[src/pkg/hfp_pkg.sv]
// Constants shared by the flash erase, program and protection host controller
package hfp_pkg;

    // User command codes on the command port
    localparam logic [2:0] OP_SECT_ERASE = 3'h0;
    localparam logic [2:0] OP_CHIP_ERASE = 3'h1;
    localparam logic [2:0] OP_PROG_BUF   = 3'h2;
    localparam logic [2:0] OP_PROT_EN    = 3'h3;
    localparam logic [2:0] OP_PROT_DIS   = 3'h4;

    // Opcode bytes sent on the serial input
    localparam logic [7:0] OPC_SECT_ERASE = 8'h7C;
    localparam logic [7:0] OPC_PROG_BUF1  = 8'h82;
    localparam logic [7:0] OPC_PROG_BUF2  = 8'h85;
    localparam logic [7:0] OPC_CHIP_B1    = 8'hC7;
    localparam logic [7:0] OPC_CHIP_B2    = 8'h94;
    localparam logic [7:0] OPC_CHIP_B3    = 8'h80;
    localparam logic [7:0] OPC_CHIP_B4    = 8'h9A;
    localparam logic [7:0] OPC_PROT_B1    = 8'h3D;
    localparam logic [7:0] OPC_PROT_B2    = 8'h2A;
    localparam logic [7:0] OPC_PROT_B3    = 8'h7F;
    localparam logic [7:0] OPC_PROT_EN_B4 = 8'hA9;
    localparam logic [7:0] OPC_PROT_DI_B4 = 8'h9A;

    // Header length in bytes, for every command
    localparam logic [2:0] HDR_BYTES = 3'h4;

    // Address field widths
    localparam int PAGE_W     = 13;
    localparam int BUF_ADDR_W = 11;

    // Timing in nanoseconds and the derived cycle counts (least: round up)
    localparam int CLK_NS      = 8;
    localparam int SCK_HALF_NS = 16;
    localparam int CS_HI_NS    = 50;
    localparam int SETTLE_NS   = 200;
    localparam logic [7:0] SCK_HALF_CYC =
        8'((SCK_HALF_NS + CLK_NS - 1) / CLK_NS);
    localparam logic [7:0] CS_HI_CYC =
        8'((CS_HI_NS + CLK_NS - 1) / CLK_NS);
    localparam logic [7:0] SETTLE_CYC =
        8'((SETTLE_NS + CLK_NS - 1) / CLK_NS);

    // Default busy time-out in system clock cycles
    localparam logic [31:0] BUSY_LIMIT_DEF = 32'h2FAF_0800;

    // Controller states, one-hot
    typedef enum logic [4:0] {
        ST_IDLE  = 5'b00001,
        ST_LOAD  = 5'b00010,
        ST_SHIFT = 5'b00100,
        ST_CSHI  = 5'b01000,
        ST_WAIT  = 5'b10000
    } hfp_state_e;

endpackage : hfp_pkg

[src/rtl/hfp_sync3.sv]
// Three-stage synchroniser with agreement filter for one pin input
`timescale 1ns/10ps

module hfp_sync3 (
    // Clock and reset
    input  wire logic clk_sys_in,
    input  wire logic rst_n_in,
    // Pin side and filtered level
    input  wire logic pin_in,
    output logic      level_out
);

    logic stage1_r;
    logic stage2_r;
    logic stage3_r;

    // Chain of three; the first stage feeds only the second
    always_ff @(posedge clk_sys_in) begin
        if (!rst_n_in) begin
            stage1_r <= 1'b0;
            stage2_r <= 1'b0;
            stage3_r <= 1'b0;
        end else begin
            stage1_r <= pin_in;
            stage2_r <= stage1_r;
            stage3_r <= stage2_r;
        end
    end

    // Accept a change only once the second and third stages agree
    always_ff @(posedge clk_sys_in) begin
        if (!rst_n_in) begin
            level_out <= 1'b0;
        end else if (stage2_r == stage3_r) begin
            level_out <= stage3_r;
        end
    end

endmodule : hfp_sync3

[src/rtl/hfp_ctrl.sv]
// Host controller for flash sector/chip erase, page program, protection
`timescale 1ns/10ps

module hfp_ctrl #(
    parameter logic [31:0] BUSY_LIMIT = hfp_pkg::BUSY_LIMIT_DEF
) (
    // Clock and reset
    input  wire logic        clk_sys_in,
    input  wire logic        rst_n_in,
    // Command port
    input  wire logic        cmd_valid_in,
    input  wire logic [2:0]  cmd_op_in,
    input  wire logic        bin_page_in,
    input  wire logic [12:0] page_in,
    input  wire logic        buf_sel_in,
    input  wire logic [10:0] buf_addr_in,
    input  wire logic        wp_assert_in,
    output logic             cmd_ready_out,
    output logic             busy_out,
    output logic             done_out,
    output logic             err_out,
    output logic             flash_ready_out,
    // Program data stream
    input  wire logic        wr_valid_in,
    input  wire logic [7:0]  wr_data_in,
    input  wire logic        wr_last_in,
    output logic             wr_ready_out,
    // Flash pins
    input  wire logic        flash_ready_in,
    output logic             cs_n_out,
    output logic             sck_out,
    output logic             mosi_out,
    output logic             wp_n_out
);

    hfp_pkg::hfp_state_e state_r;
    hfp_pkg::hfp_state_e state_nxt;

    logic [31:0] hdr_r;
    logic [2:0]  op_r;
    logic [2:0]  nhdr_r;
    logic [7:0]  shreg_r;
    logic [2:0]  bit_r;
    logic [7:0]  div_r;
    logic [7:0]  cnt_r;
    logic [31:0] wait_r;
    logic        last_r;
    logic        sck_r;
    logic        wr_ready_r;
    logic        rdy_s;

    // Ready/busy pin enters through the three-stage filter
    hfp_sync3 u_rdy_sync (
        .clk_sys_in (clk_sys_in),
        .rst_n_in   (rst_n_in),
        .pin_in     (flash_ready_in),
        .level_out  (rdy_s)
    );

    // Sector erase page: keep bits 12..3 in sector 0, bits 12..8 above
    wire        sect0     = (page_in[12:8] == 5'h00);
    wire [12:0] sect_page = sect0 ? {page_in[12:3], 3'h0}
                                  : {page_in[12:8], 8'h00};

    // Three address bytes for each page layout
    wire [23:0] addr_se_std = {sect_page, 11'h000};
    wire [23:0] addr_se_bin = {1'b0, sect_page, 10'h000};
    wire [23:0] addr_pg_std = {page_in, buf_addr_in};
    wire [23:0] addr_pg_bin = {1'b0, page_in, buf_addr_in[9:0]};
    wire [23:0] addr_se = bin_page_in ? addr_se_bin : addr_se_std;
    wire [23:0] addr_pg = bin_page_in ? addr_pg_bin : addr_pg_std;

    // Program opcode picks the buffer
    wire [7:0] opc_pg = buf_sel_in ? hfp_pkg::OPC_PROG_BUF2
                                   : hfp_pkg::OPC_PROG_BUF1;

    // Four-byte headers for every command
    wire [31:0] hdr_se   = {hfp_pkg::OPC_SECT_ERASE, addr_se};
    wire [31:0] hdr_pg   = {opc_pg, addr_pg};
    wire [31:0] hdr_ce   = {hfp_pkg::OPC_CHIP_B1, hfp_pkg::OPC_CHIP_B2,
                            hfp_pkg::OPC_CHIP_B3,
                            hfp_pkg::OPC_CHIP_B4};
    wire [23:0] prot_pre = {hfp_pkg::OPC_PROT_B1, hfp_pkg::OPC_PROT_B2,
                            hfp_pkg::OPC_PROT_B3};
    wire [31:0] hdr_pe   = {prot_pre, hfp_pkg::OPC_PROT_EN_B4};
    wire [31:0] hdr_pd   = {prot_pre, hfp_pkg::OPC_PROT_DI_B4};

    // Command decode; disable under write protect would be ignored anyway
    wire op_se   = (cmd_op_in == hfp_pkg::OP_SECT_ERASE);
    wire op_ce   = (cmd_op_in == hfp_pkg::OP_CHIP_ERASE);
    wire op_pg   = (cmd_op_in == hfp_pkg::OP_PROG_BUF);
    wire op_pe   = (cmd_op_in == hfp_pkg::OP_PROT_EN);
    wire op_pd   = (cmd_op_in == hfp_pkg::OP_PROT_DIS);
    wire op_ok   = op_se | op_ce | op_pg | op_pe | (op_pd & wp_n_out);
    wire [31:0] hdr_sel = op_se ? hdr_se :
                          op_ce ? hdr_ce :
                          op_pg ? hdr_pg :
                          op_pe ? hdr_pe : hdr_pd;

    // Handshake terms
    wire take     = cmd_ready_out & cmd_valid_in;
    wire accept   = take & op_ok;
    wire reject   = take & ~op_ok;
    wire in_hdr   = (nhdr_r != 3'h0);
    wire data_ph  = (op_r == hfp_pkg::OP_PROG_BUF) & ~last_r;
    wire wr_take  = wr_ready_r & wr_valid_in;
    wire tick     = (div_r == hfp_pkg::SCK_HALF_CYC - 8'h01);
    wire fall     = tick & sck_r;
    wire byte_end = fall & (bit_r == 3'h7);
    wire prot_op  = (op_r == hfp_pkg::OP_PROT_EN) |
                    (op_r == hfp_pkg::OP_PROT_DIS);
    wire cs_done  = (cnt_r == hfp_pkg::CS_HI_CYC - 8'h01);
    wire settled  = (cnt_r >= hfp_pkg::SETTLE_CYC - 8'h01);
    wire timeout  = (wait_r == BUSY_LIMIT);
    wire wait_end = (settled & rdy_s) | timeout;

    // Next state
    always_comb begin
        state_nxt = state_r;
        unique case (state_r)
            hfp_pkg::ST_IDLE: begin
                if (accept) begin
                    state_nxt = hfp_pkg::ST_LOAD;
                end
            end
            hfp_pkg::ST_LOAD: begin
                if (in_hdr || wr_take) begin
                    state_nxt = hfp_pkg::ST_SHIFT;
                end else if (!data_ph) begin
                    // Header always complete before the rise
                    state_nxt = hfp_pkg::ST_CSHI;
                end
            end
            hfp_pkg::ST_SHIFT: begin
                if (byte_end) begin
                    state_nxt = hfp_pkg::ST_LOAD;
                end
            end
            hfp_pkg::ST_CSHI: begin
                if (cs_done) begin
                    state_nxt = prot_op ? hfp_pkg::ST_IDLE
                                        : hfp_pkg::ST_WAIT;
                end
            end
            hfp_pkg::ST_WAIT: begin
                if (wait_end) begin
                    state_nxt = hfp_pkg::ST_IDLE;
                end
            end
        endcase
    end

    // State register
    always_ff @(posedge clk_sys_in) begin
        if (!rst_n_in) begin
            state_r <= hfp_pkg::ST_IDLE;
        end else begin
            state_r <= state_nxt;
        end
    end

    // Latched command and header bytes still to send
    always_ff @(posedge clk_sys_in) begin
        if (!rst_n_in) begin
            op_r   <= 3'h0;
            hdr_r  <= 32'h0000_0000;
            nhdr_r <= 3'h0;
        end else if (accept) begin
            op_r   <= cmd_op_in;
            hdr_r  <= hdr_sel;
            nhdr_r <= hfp_pkg::HDR_BYTES;
        end else if (state_r == hfp_pkg::ST_LOAD && in_hdr) begin
            hdr_r  <= {hdr_r[23:0], 8'h00};
            nhdr_r <= nhdr_r - 3'h1;
        end
    end

    // Data stream ready: raised in a data load, dropped on a take
    always_ff @(posedge clk_sys_in) begin
        if (!rst_n_in) begin
            wr_ready_r <= 1'b0;
        end else begin
            wr_ready_r <= (state_r == hfp_pkg::ST_LOAD) & ~in_hdr &
                          data_ph & ~wr_take;
        end
    end

    // Last data byte seen; ends the program data phase
    always_ff @(posedge clk_sys_in) begin
        if (!rst_n_in) begin
            last_r <= 1'b0;
        end else if (accept) begin
            last_r <= 1'b0;
        end else if (wr_take) begin
            last_r <= wr_last_in;
        end
    end

    // Shift register; its top bit drives the serial input pin
    always_ff @(posedge clk_sys_in) begin
        if (!rst_n_in) begin
            shreg_r <= 8'h00;
        end else if (state_r == hfp_pkg::ST_LOAD && in_hdr) begin
            shreg_r <= hdr_r[31:24];
        end else if (wr_take) begin
            shreg_r <= wr_data_in;
        end else if (state_r == hfp_pkg::ST_SHIFT && fall) begin
            shreg_r <= {shreg_r[6:0], 1'b0};
        end
    end

    // Serial clock divider; mode 0, data moves on the falling edge
    always_ff @(posedge clk_sys_in) begin
        if (!rst_n_in) begin
            div_r <= 8'h00;
            sck_r <= 1'b0;
            bit_r <= 3'h0;
        end else if (state_r == hfp_pkg::ST_SHIFT) begin
            div_r <= tick ? 8'h00 : div_r + 8'h01;
            sck_r <= tick ? ~sck_r : sck_r;
            bit_r <= fall ? bit_r + 3'h1 : bit_r;
        end else begin
            div_r <= 8'h00;
            sck_r <= 1'b0;
            bit_r <= 3'h0;
        end
    end

    // Per-state cycle counter for chip select high and busy settle
    always_ff @(posedge clk_sys_in) begin
        if (!rst_n_in) begin
            cnt_r <= 8'h00;
        end else if (state_nxt != state_r) begin
            cnt_r <= 8'h00;
        end else if (cnt_r != 8'hFF) begin
            cnt_r <= cnt_r + 8'h01;
        end
    end

    // Busy time-out counter, runs only while waiting on the device
    always_ff @(posedge clk_sys_in) begin
        if (!rst_n_in) begin
            wait_r <= 32'h0000_0000;
        end else if (state_r != hfp_pkg::ST_WAIT) begin
            wait_r <= 32'h0000_0000;
        end else if (!timeout) begin
            wait_r <= wait_r + 32'h0000_0001;
        end
    end

    // Chip select low across the whole frame, high once it is complete
    always_ff @(posedge clk_sys_in) begin
        if (!rst_n_in) begin
            cs_n_out <= 1'b1;
        end else begin
            cs_n_out <= ~((state_nxt == hfp_pkg::ST_LOAD) |
                          (state_nxt == hfp_pkg::ST_SHIFT));
        end
    end

    // Write protect follows the user level only between operations
    always_ff @(posedge clk_sys_in) begin
        if (!rst_n_in) begin
            wp_n_out <= 1'b1;
        end else if (state_r == hfp_pkg::ST_IDLE) begin
            wp_n_out <= ~wp_assert_in;
        end
    end

    // User status outputs
    always_ff @(posedge clk_sys_in) begin
        if (!rst_n_in) begin
            cmd_ready_out   <= 1'b0;
            busy_out        <= 1'b0;
            done_out        <= 1'b0;
            err_out         <= 1'b0;
            flash_ready_out <= 1'b0;
        end else begin
            cmd_ready_out   <= (state_nxt == hfp_pkg::ST_IDLE) & ~take;
            busy_out        <= (state_nxt != hfp_pkg::ST_IDLE);
            done_out        <= (state_r != hfp_pkg::ST_IDLE) &
                               (state_nxt == hfp_pkg::ST_IDLE);
            err_out         <= reject |
                               ((state_r == hfp_pkg::ST_WAIT) & timeout);
            flash_ready_out <= rdy_s;
        end
    end

    // Pins and stream ready come straight from flip-flops
    assign sck_out      = sck_r;
    assign mosi_out     = shreg_r[7];
    assign wr_ready_out = wr_ready_r;

endmodule : hfp_ctrl

[config.mk]
export PLATFORM = sky130hd
export DESIGN_NAME = hfp_ctrl
export DESIGN_NICKNAME = d
export VERILOG_FILES = /design/src/pkg/hfp_pkg.sv /design/src/rtl/hfp_sync3.sv /design/src/rtl/hfp_ctrl.sv
export SDC_FILE = /design/constraint.sdc
export NUM_CORES = 1
export LEC_CHECK = 0
export BUFFER_PORTS_ARGS = -buffer_cell sky130_fd_sc_hd__buf_2
export CAP_MARGIN = 0
export CORE_MARGIN = 2
export CORE_UTILIZATION = 35
export CTS_CLUSTER_DIAMETER = 60
export DETAILED_ROUTE_END_ITERATION = 6
export PLACE_DENSITY_LB_ADDON = 0.12
export SLEW_MARGIN = 5
export SYNTH_ARGS = -nofsm -noshare
export SYNTH_HDL_FRONTEND = slang
export SYNTH_SLANG_ARGS = --single-unit
[constraint.sdc]
create_clock -name clk_sys_in -period 2.65 [get_ports clk_sys_in]
set_input_delay 0.265 -clock clk_sys_in [delete_from_list [all_inputs] [get_ports clk_sys_in]]
set_output_delay 0.265 -clock clk_sys_in [all_outputs]
set_load 0.05 [all_outputs]
# Word-level counts from Yosys, hierarchy flattened
# Index checks and enable logic that the tools add are counted.
[classes]
n_addsub = 5
magnitude_cmp = 1
n_eq_ne = 25
muxes = 23
bitwise = 33
reduce_logical = 13
[op_table]
columns = ["operator", "n"]
rows = [
  ["32-bit two-way mux", 5],
  ["24-bit two-way mux", 2],
  ["5-bit two-way mux", 7],
  ["32-bit by 1-bit adder with 32-bit output, second input constant", 1],
  ["32-bit by 30-bit == test with 1-bit output, second input constant", 1],
  ["8-bit two-way mux", 4],
  ["5-bit case mux with 5 select lines", 1],
  ["8-bit by 1-bit adder with 8-bit output, second input constant", 2],
  ["1-bit bitwise AND", 15],
  ["3-bit by 2-bit == test with 1-bit output, second input constant", 4],
  ["5-bit by 1-bit == test with 1-bit output, second input constant", 2],
  ["5-bit by 2-bit == test with 1-bit output, second input constant", 2],
  ["5-bit by 3-bit == test with 1-bit output, second input constant", 2],
  ["5-bit by 1-bit inequality test with 1-bit output, second input constant", 2],
  ["1-bit inverter", 10],
  ["3-bit == test, second input constant", 3],
  ["3-bit two-way mux", 3],
  ["8-bit by 1-bit == test with 1-bit output, second input constant", 1],
  ["8-bit by 3-bit == test with 1-bit output, second input constant", 1],
  ["8-bit by 5-bit greater-or-equal comparator with 1-bit output, second input constant", 1],
  ["8-bit inequality test, second input constant", 1],
  ["1-bit OR", 8],
  ["6-bit two-way mux", 1],
  ["3-bit nonzero test", 2],
  ["other kinds (16)", 19],
]
[word_totals]
regBits = 116
wordCells = 124

# Logic depth before layout (Yosys ltp)
[depth]
word_depth = 11
ltp_mapped = 9
mapped_depth_nobuf = 8

# Hierarchy
# Synthesis repeated with hierarchy kept, for this count alone.
[hier_totals]
hier_cells = 704
area_unflattened_um2 = 5660.4
[by_module_without_submodules]
columns = ["module", "n_inst", "cells_each", "area_per_inst_um2", "seq_area_each_um2"]
rows = [
  ["hfp_ctrl", 1, 694, 5544.1, 2242.2],
  ["hfp_sync3", 1, 10, 116.4, 80.1],
]

# Least setup slack after synthesis
# No wires, ideal clock.
[synth_timing]
kind = "register to register"
start = "register wp_n_out"
end = "register cs_n_out"
setup_ns = 0.134
t_arrival_ns = 2.012
path_slack_ns = 0.504
stages_incl_launch_ff = 6
path_buffers = 0
path_cell_list = "dfxtp_1 > nor3b_1 > o21bai_2 > a211oi_1 > nand2_1 > or4_1"
[synth_via]
elab_chain_len = 8
elab_cells_between_ends = 9
[synth_rtl]
columns = ["element", "line_no", "rtl"]
rows = [
  ["from (decl)", "hfp_ctrl.sv:33", "output logic wp_n_out"],
  ["from (signal assigned)", "hfp_ctrl.sv:266", "wp_n_out <= ~wp_assert_in;"],
  ["1-bit bitwise AND (*)", "hfp_ctrl.sv:94", "wire op_ok = op_se | op_ce | op_pg | op_pe | (op_pd & wp_n_out);"],
  ["1-bit OR (*)", "hfp_ctrl.sv:94", ""],
  ["1-bit bitwise AND (*)", "hfp_ctrl.sv:102", "wire accept = take & op_ok;"],
  ["5-bit two-way mux (*)", "hfp_ctrl.sv:122", "if (accept) begin"],
  ["5-bit case mux with 5 select lines (*)", "hfp_ctrl.sv:120", "unique case (state_r)"],
  ["5-bit by 2-bit == test with 1-bit output or 5-bit by 3-bit == test with 1-bit output (tied branches)", "hfp_ctrl.sv:256, hfp_ctrl.sv:257", ""],
  ["1-bit OR (*)", "hfp_ctrl.sv:256", "cs_n_out <= ~((state_nxt == hfp_pkg::ST_LOAD) |"],
  ["1-bit inverter (*)", "hfp_ctrl.sv:256", ""],
  ["to (signal assigned)", "hfp_ctrl.sv:256", ""],
  ["to (decl)", "hfp_ctrl.sv:30", "output logic cs_n_out,"],
]
# Every way passes the cells marked *; elsewhere a longest branch is shown, timed or not.
# A chain may end at the register's enable or synchronous reset.

# Worst setup path in the final report
[layout_timing]
start = "register cnt_r[0]"
end = "register done_out"
[layout_via]
elab_chain_len = 7
elab_cells_between_ends = 9
[layout_rtl]
columns = ["element", "line_no", "rtl"]
rows = [
  ["from (decl)", "hfp_ctrl.sv:45", "logic [7:0] cnt_r;"],
  ["from (signal assigned)", "hfp_ctrl.sv:236", "cnt_r <= cnt_r + 8'h01;"],
  ["8-bit by 5-bit greater-or-equal comparator with 1-bit output", "hfp_ctrl.sv:113", "wire settled = (cnt_r >= hfp_pkg::SETTLE_CYC - 8'h01);"],
  ["1-bit bitwise AND", "hfp_ctrl.sv:115", "wire wait_end = (settled & rdy_s) | timeout;"],
  ["1-bit OR", "hfp_ctrl.sv:115", ""],
  ["5-bit two-way mux", "hfp_ctrl.sv:146", "if (wait_end) begin"],
  ["5-bit case mux with 5 select lines (*)", "hfp_ctrl.sv:120", ""],
  ["5-bit by 1-bit == test with 1-bit output (*)", "hfp_ctrl.sv:282", "(state_nxt == hfp_pkg::ST_IDLE);"],
  ["1-bit bitwise AND (*)", "hfp_ctrl.sv:281", "done_out <= (state_r != hfp_pkg::ST_IDLE) &"],
  ["to (signal assigned)", "hfp_ctrl.sv:281", ""],
  ["to (decl)", "hfp_ctrl.sv:20", "output logic done_out,"],
]
# Marks and branches as above.

==> metrics.md <==
| Metric | Value |
|---|---|
| Skew final | `0.0122 ns` |
| Final Critical Period | `2.39 ns` |
| Hpwl dp | `10100 um` |
| Share of layout cells above drive strength 1 | `16.4%` |
| P&R area growth vs syn | `18.7%` |
| Synth Net Count | `741` |
| Post-synth ARST share | `0%` |
| Initial antenna violation count | `0` |
| Final worst path period share | `90.1%` |
| Vias in the first global route | `4713` |
| Slew HR | `26.4%` |
| Number of H-tree levels | `4` |
| Die height | `131 um` |
| Post_cts resized | `0` |
| Worst hold path type | `input port to flop` |
| Most frequent cells after synthesis | `dfxtp_1 (116), nand2_1 (89), nor2_1 (87)` |
| Wire length per cell | `15.1 um` |
| Clock Path Buffers | `2` |
| Post-synth EDFFs | `0` |
| CTS tree | `yes` |
| DR iter-0 viols | `330` |
| Clock root cell | `clkbuf_16` |
| Post-CTS setup buffer count | `0` |
| Clk sink count | `116` |
| Seq cells post-synth | `116` |
| Setup TNS | `0 ns` |
| Max FO, Critical Path | `5` |
| Worst Path Arrival | `2.76 ns` |
| Status | `completed` |
| CP required | `3.02 ns` |
| Routed vias/inst | `5.26` |
| Yosys top cell area share | `40.8%` |
| Cell Area, Synth | `0.00569 mm2` |
| Post-route DRC | `0` |
| P_leak | `0.00250 uW` |
| Gpl congestion | `0.824` |
| Crit. End Element | `flop` |
| Count leader, synth | `dfxtp_1` |
| DIE AREA | `0.0173 mm2` |
| Placed Cells | `932` |
| Total congestion overflow | `0` |
| ANT cells | `0` |
| DRT Wirelength | `14600 um` |
| Final hold violation count | `0` |
| RSZ-0062 raised after global routing | `no` |
| Top cells by area, synth | `dfxtp_1 (41%), nand2_1 (5.9%), nor2_1 (5.7%), xor2_1 (4.0%), a21oi_1 (3.3%)` |
| Avg Inst Size Synth | `8.29 um2` |
| Pin count of the biggest net entering global routing | `44` |
| Actual slew at the worst max-slew pin | `1.10 ns` |
| DRT Pass-1 Iters | `5` |
| Area leader, netlist | `dfxtp_1` |
| Vias | `5066` |
| Initial Utilization | `35.8%` |
| Top FF cell, synth | `dfxtp_1` |
| Critical path class | `flop to flop` |
| Core footprint | `0.0159 mm2` |
| ANT nets after route | `0` |
| Post-synthesis sequential area ratio | `40.8%` |
| Row Count | `46` |
| Setup-violating endpoint count in the final report | `0` |
| Worst-path clk slew | `0.06 ns` |
| # IOs | `54` |
| Fillers | `1654` |
| Final std cells w/o fill | `964` |
| Nets | `790` |
| Mapped Cells | `686` |
| Fmax | `419 MHz` |
| Ys Warns | `0` |
| Clock Latency Late Sink | `0.43 ns` |
| CTS buffer count | `17` |
| CP Launch Type | `flop` |
| Slew Limit Fails | `0` |
| Hold_buf cts | `0` |
| Synth cell types | `66` |
| Pwr/cell area | `649 mW/mm2` |
| Peak supply drop | `0.466 mV` |
| First-pass GRT wire length | `24300 um` |
| Die width | `131 um` |
| Port Buffer Count | `53` |
| Total global-route track usage | `17.5%` |
| Max-cap violation count | `0` |
[final timing paths]
kind	start	end	cells past startpoint	slack, ns
hold / removal	flash_ready_in	u_rdy_sync.stage1_r	2	0.06
setup reg to reg	cnt_r[0]	done_out	8	0.26
hold reg to reg	u_rdy_sync.stage1_r	u_rdy_sync.stage2_r	1	0.45
setup / recovery	cnt_r[0]	done_out	8	0.26
[power by group]
part / internal [uW] / switching, uW / total [uW] / leakage (uW)
combinational: 125 / 207 / 332 / 0.00129
sequential: 1800 / 42.5 / 1840 / 0.000939
clock: 1360 / 848 / 2210 / 0.000267
[cell families (layout without fill, tap and decap cells)]
kind of cell,count (synthesis),in the layout,share of synthesized area [%]
XOR/XNOR,39,39,6.01
flip-flops,116,116,40.8
multiplexers,28,28,5.15
adder cells (fa/ha/maj),11,11,2.42
AND/OR/NAND/NOR,305,305,26.9
buffers and inverters,47,109,3.23
AO/OA/AOI/OAI,140,140,15.4
[registers in the layout, indices dropped and copies added (netlist names), 3 cells and up]
signal,count
bit_r,3
cnt_r,8
div_r,8
hdr_r,32
nhdr_r,3
op_r,3
shreg_r,8
state_r,5
wait_r,32
[per-layer routing]
metal	up-vias	part of all wire (%)	track usage, %
li1	2524	-	-
met1	2417	51	24.3
met2	112	43	25.6
met4	0	0.77	4.95
met3	13	5.4	6.29
met5	-	0	0
[through the flow]
| stage | hold slack (ns) | setup WS [ns] | utilization (%) | area [um2] | total power (uW) |
|---|---|---|---|---|---|
| after detailed placement | 0.426 | 0.265 | 38.9 | 6180 | 2210 |
| final | 0.0610 | 0.263 | 42.5 | 6750 | 4380 |
| after CTS | 0.0472 | 0.269 | 42.5 | 6750 | 4440 |
| after floorplan | 0.392 | 0.504 | - | 5690 | 2090 |
| after global placement | 0.419 | 0.418 | 38.9 | 6180 | 2200 |
| after global routing | 0.0410 | 0.0496 | 42.5 | 6750 | 4570 |
[final cells by class]
type	instances	area, um2	area share [%]
Clock buffer	21	470	6.97
Clock inverter	11	104	1.54
Inverter	14	52.6	0.778
Multi-Input combinational cell	523	3180	47.1
Sequential cell	116	2320	34.4
Tap cell	216	270	4.00
Timing Repair Buffer	63	353	5.22
[cell usage in the layout (no fill, tap or decap), types with 5 or more instances in the layout]
cell          n
a211oi_1      9
a21oi_1      38
a31oi_1      18
and2_1       10
and3_1       11
and4_1        5
buf_2        53
buf_4         9
clkbuf_16    17
clkinvlp_4    5
dfxtp_1     116
ha_1         11
inv_1        12
mux2_2       10
mux2i_1      18
nand2_1      89
nand2b_1      6
nand3_1      20
nand4_1      13
nor2_1       87
nor2b_1       7
nor3_1       14
nor4_1        7
o211ai_1      7
o21ai_0      37
or3_1        10
xnor2_1      13
xor2_1       26
[critical path, cell delays in order (launching register included)]
cell      delay, ns
dfxtp_1        0.35
inv_1          0.10
ha_1           0.14
nor4bb_1       0.48
nand4b_1       0.22
o22ai_1        0.24
a211oi_1       0.10
nor4_1         0.48
and3_1         0.22
(Power assumes the default switching activity.)
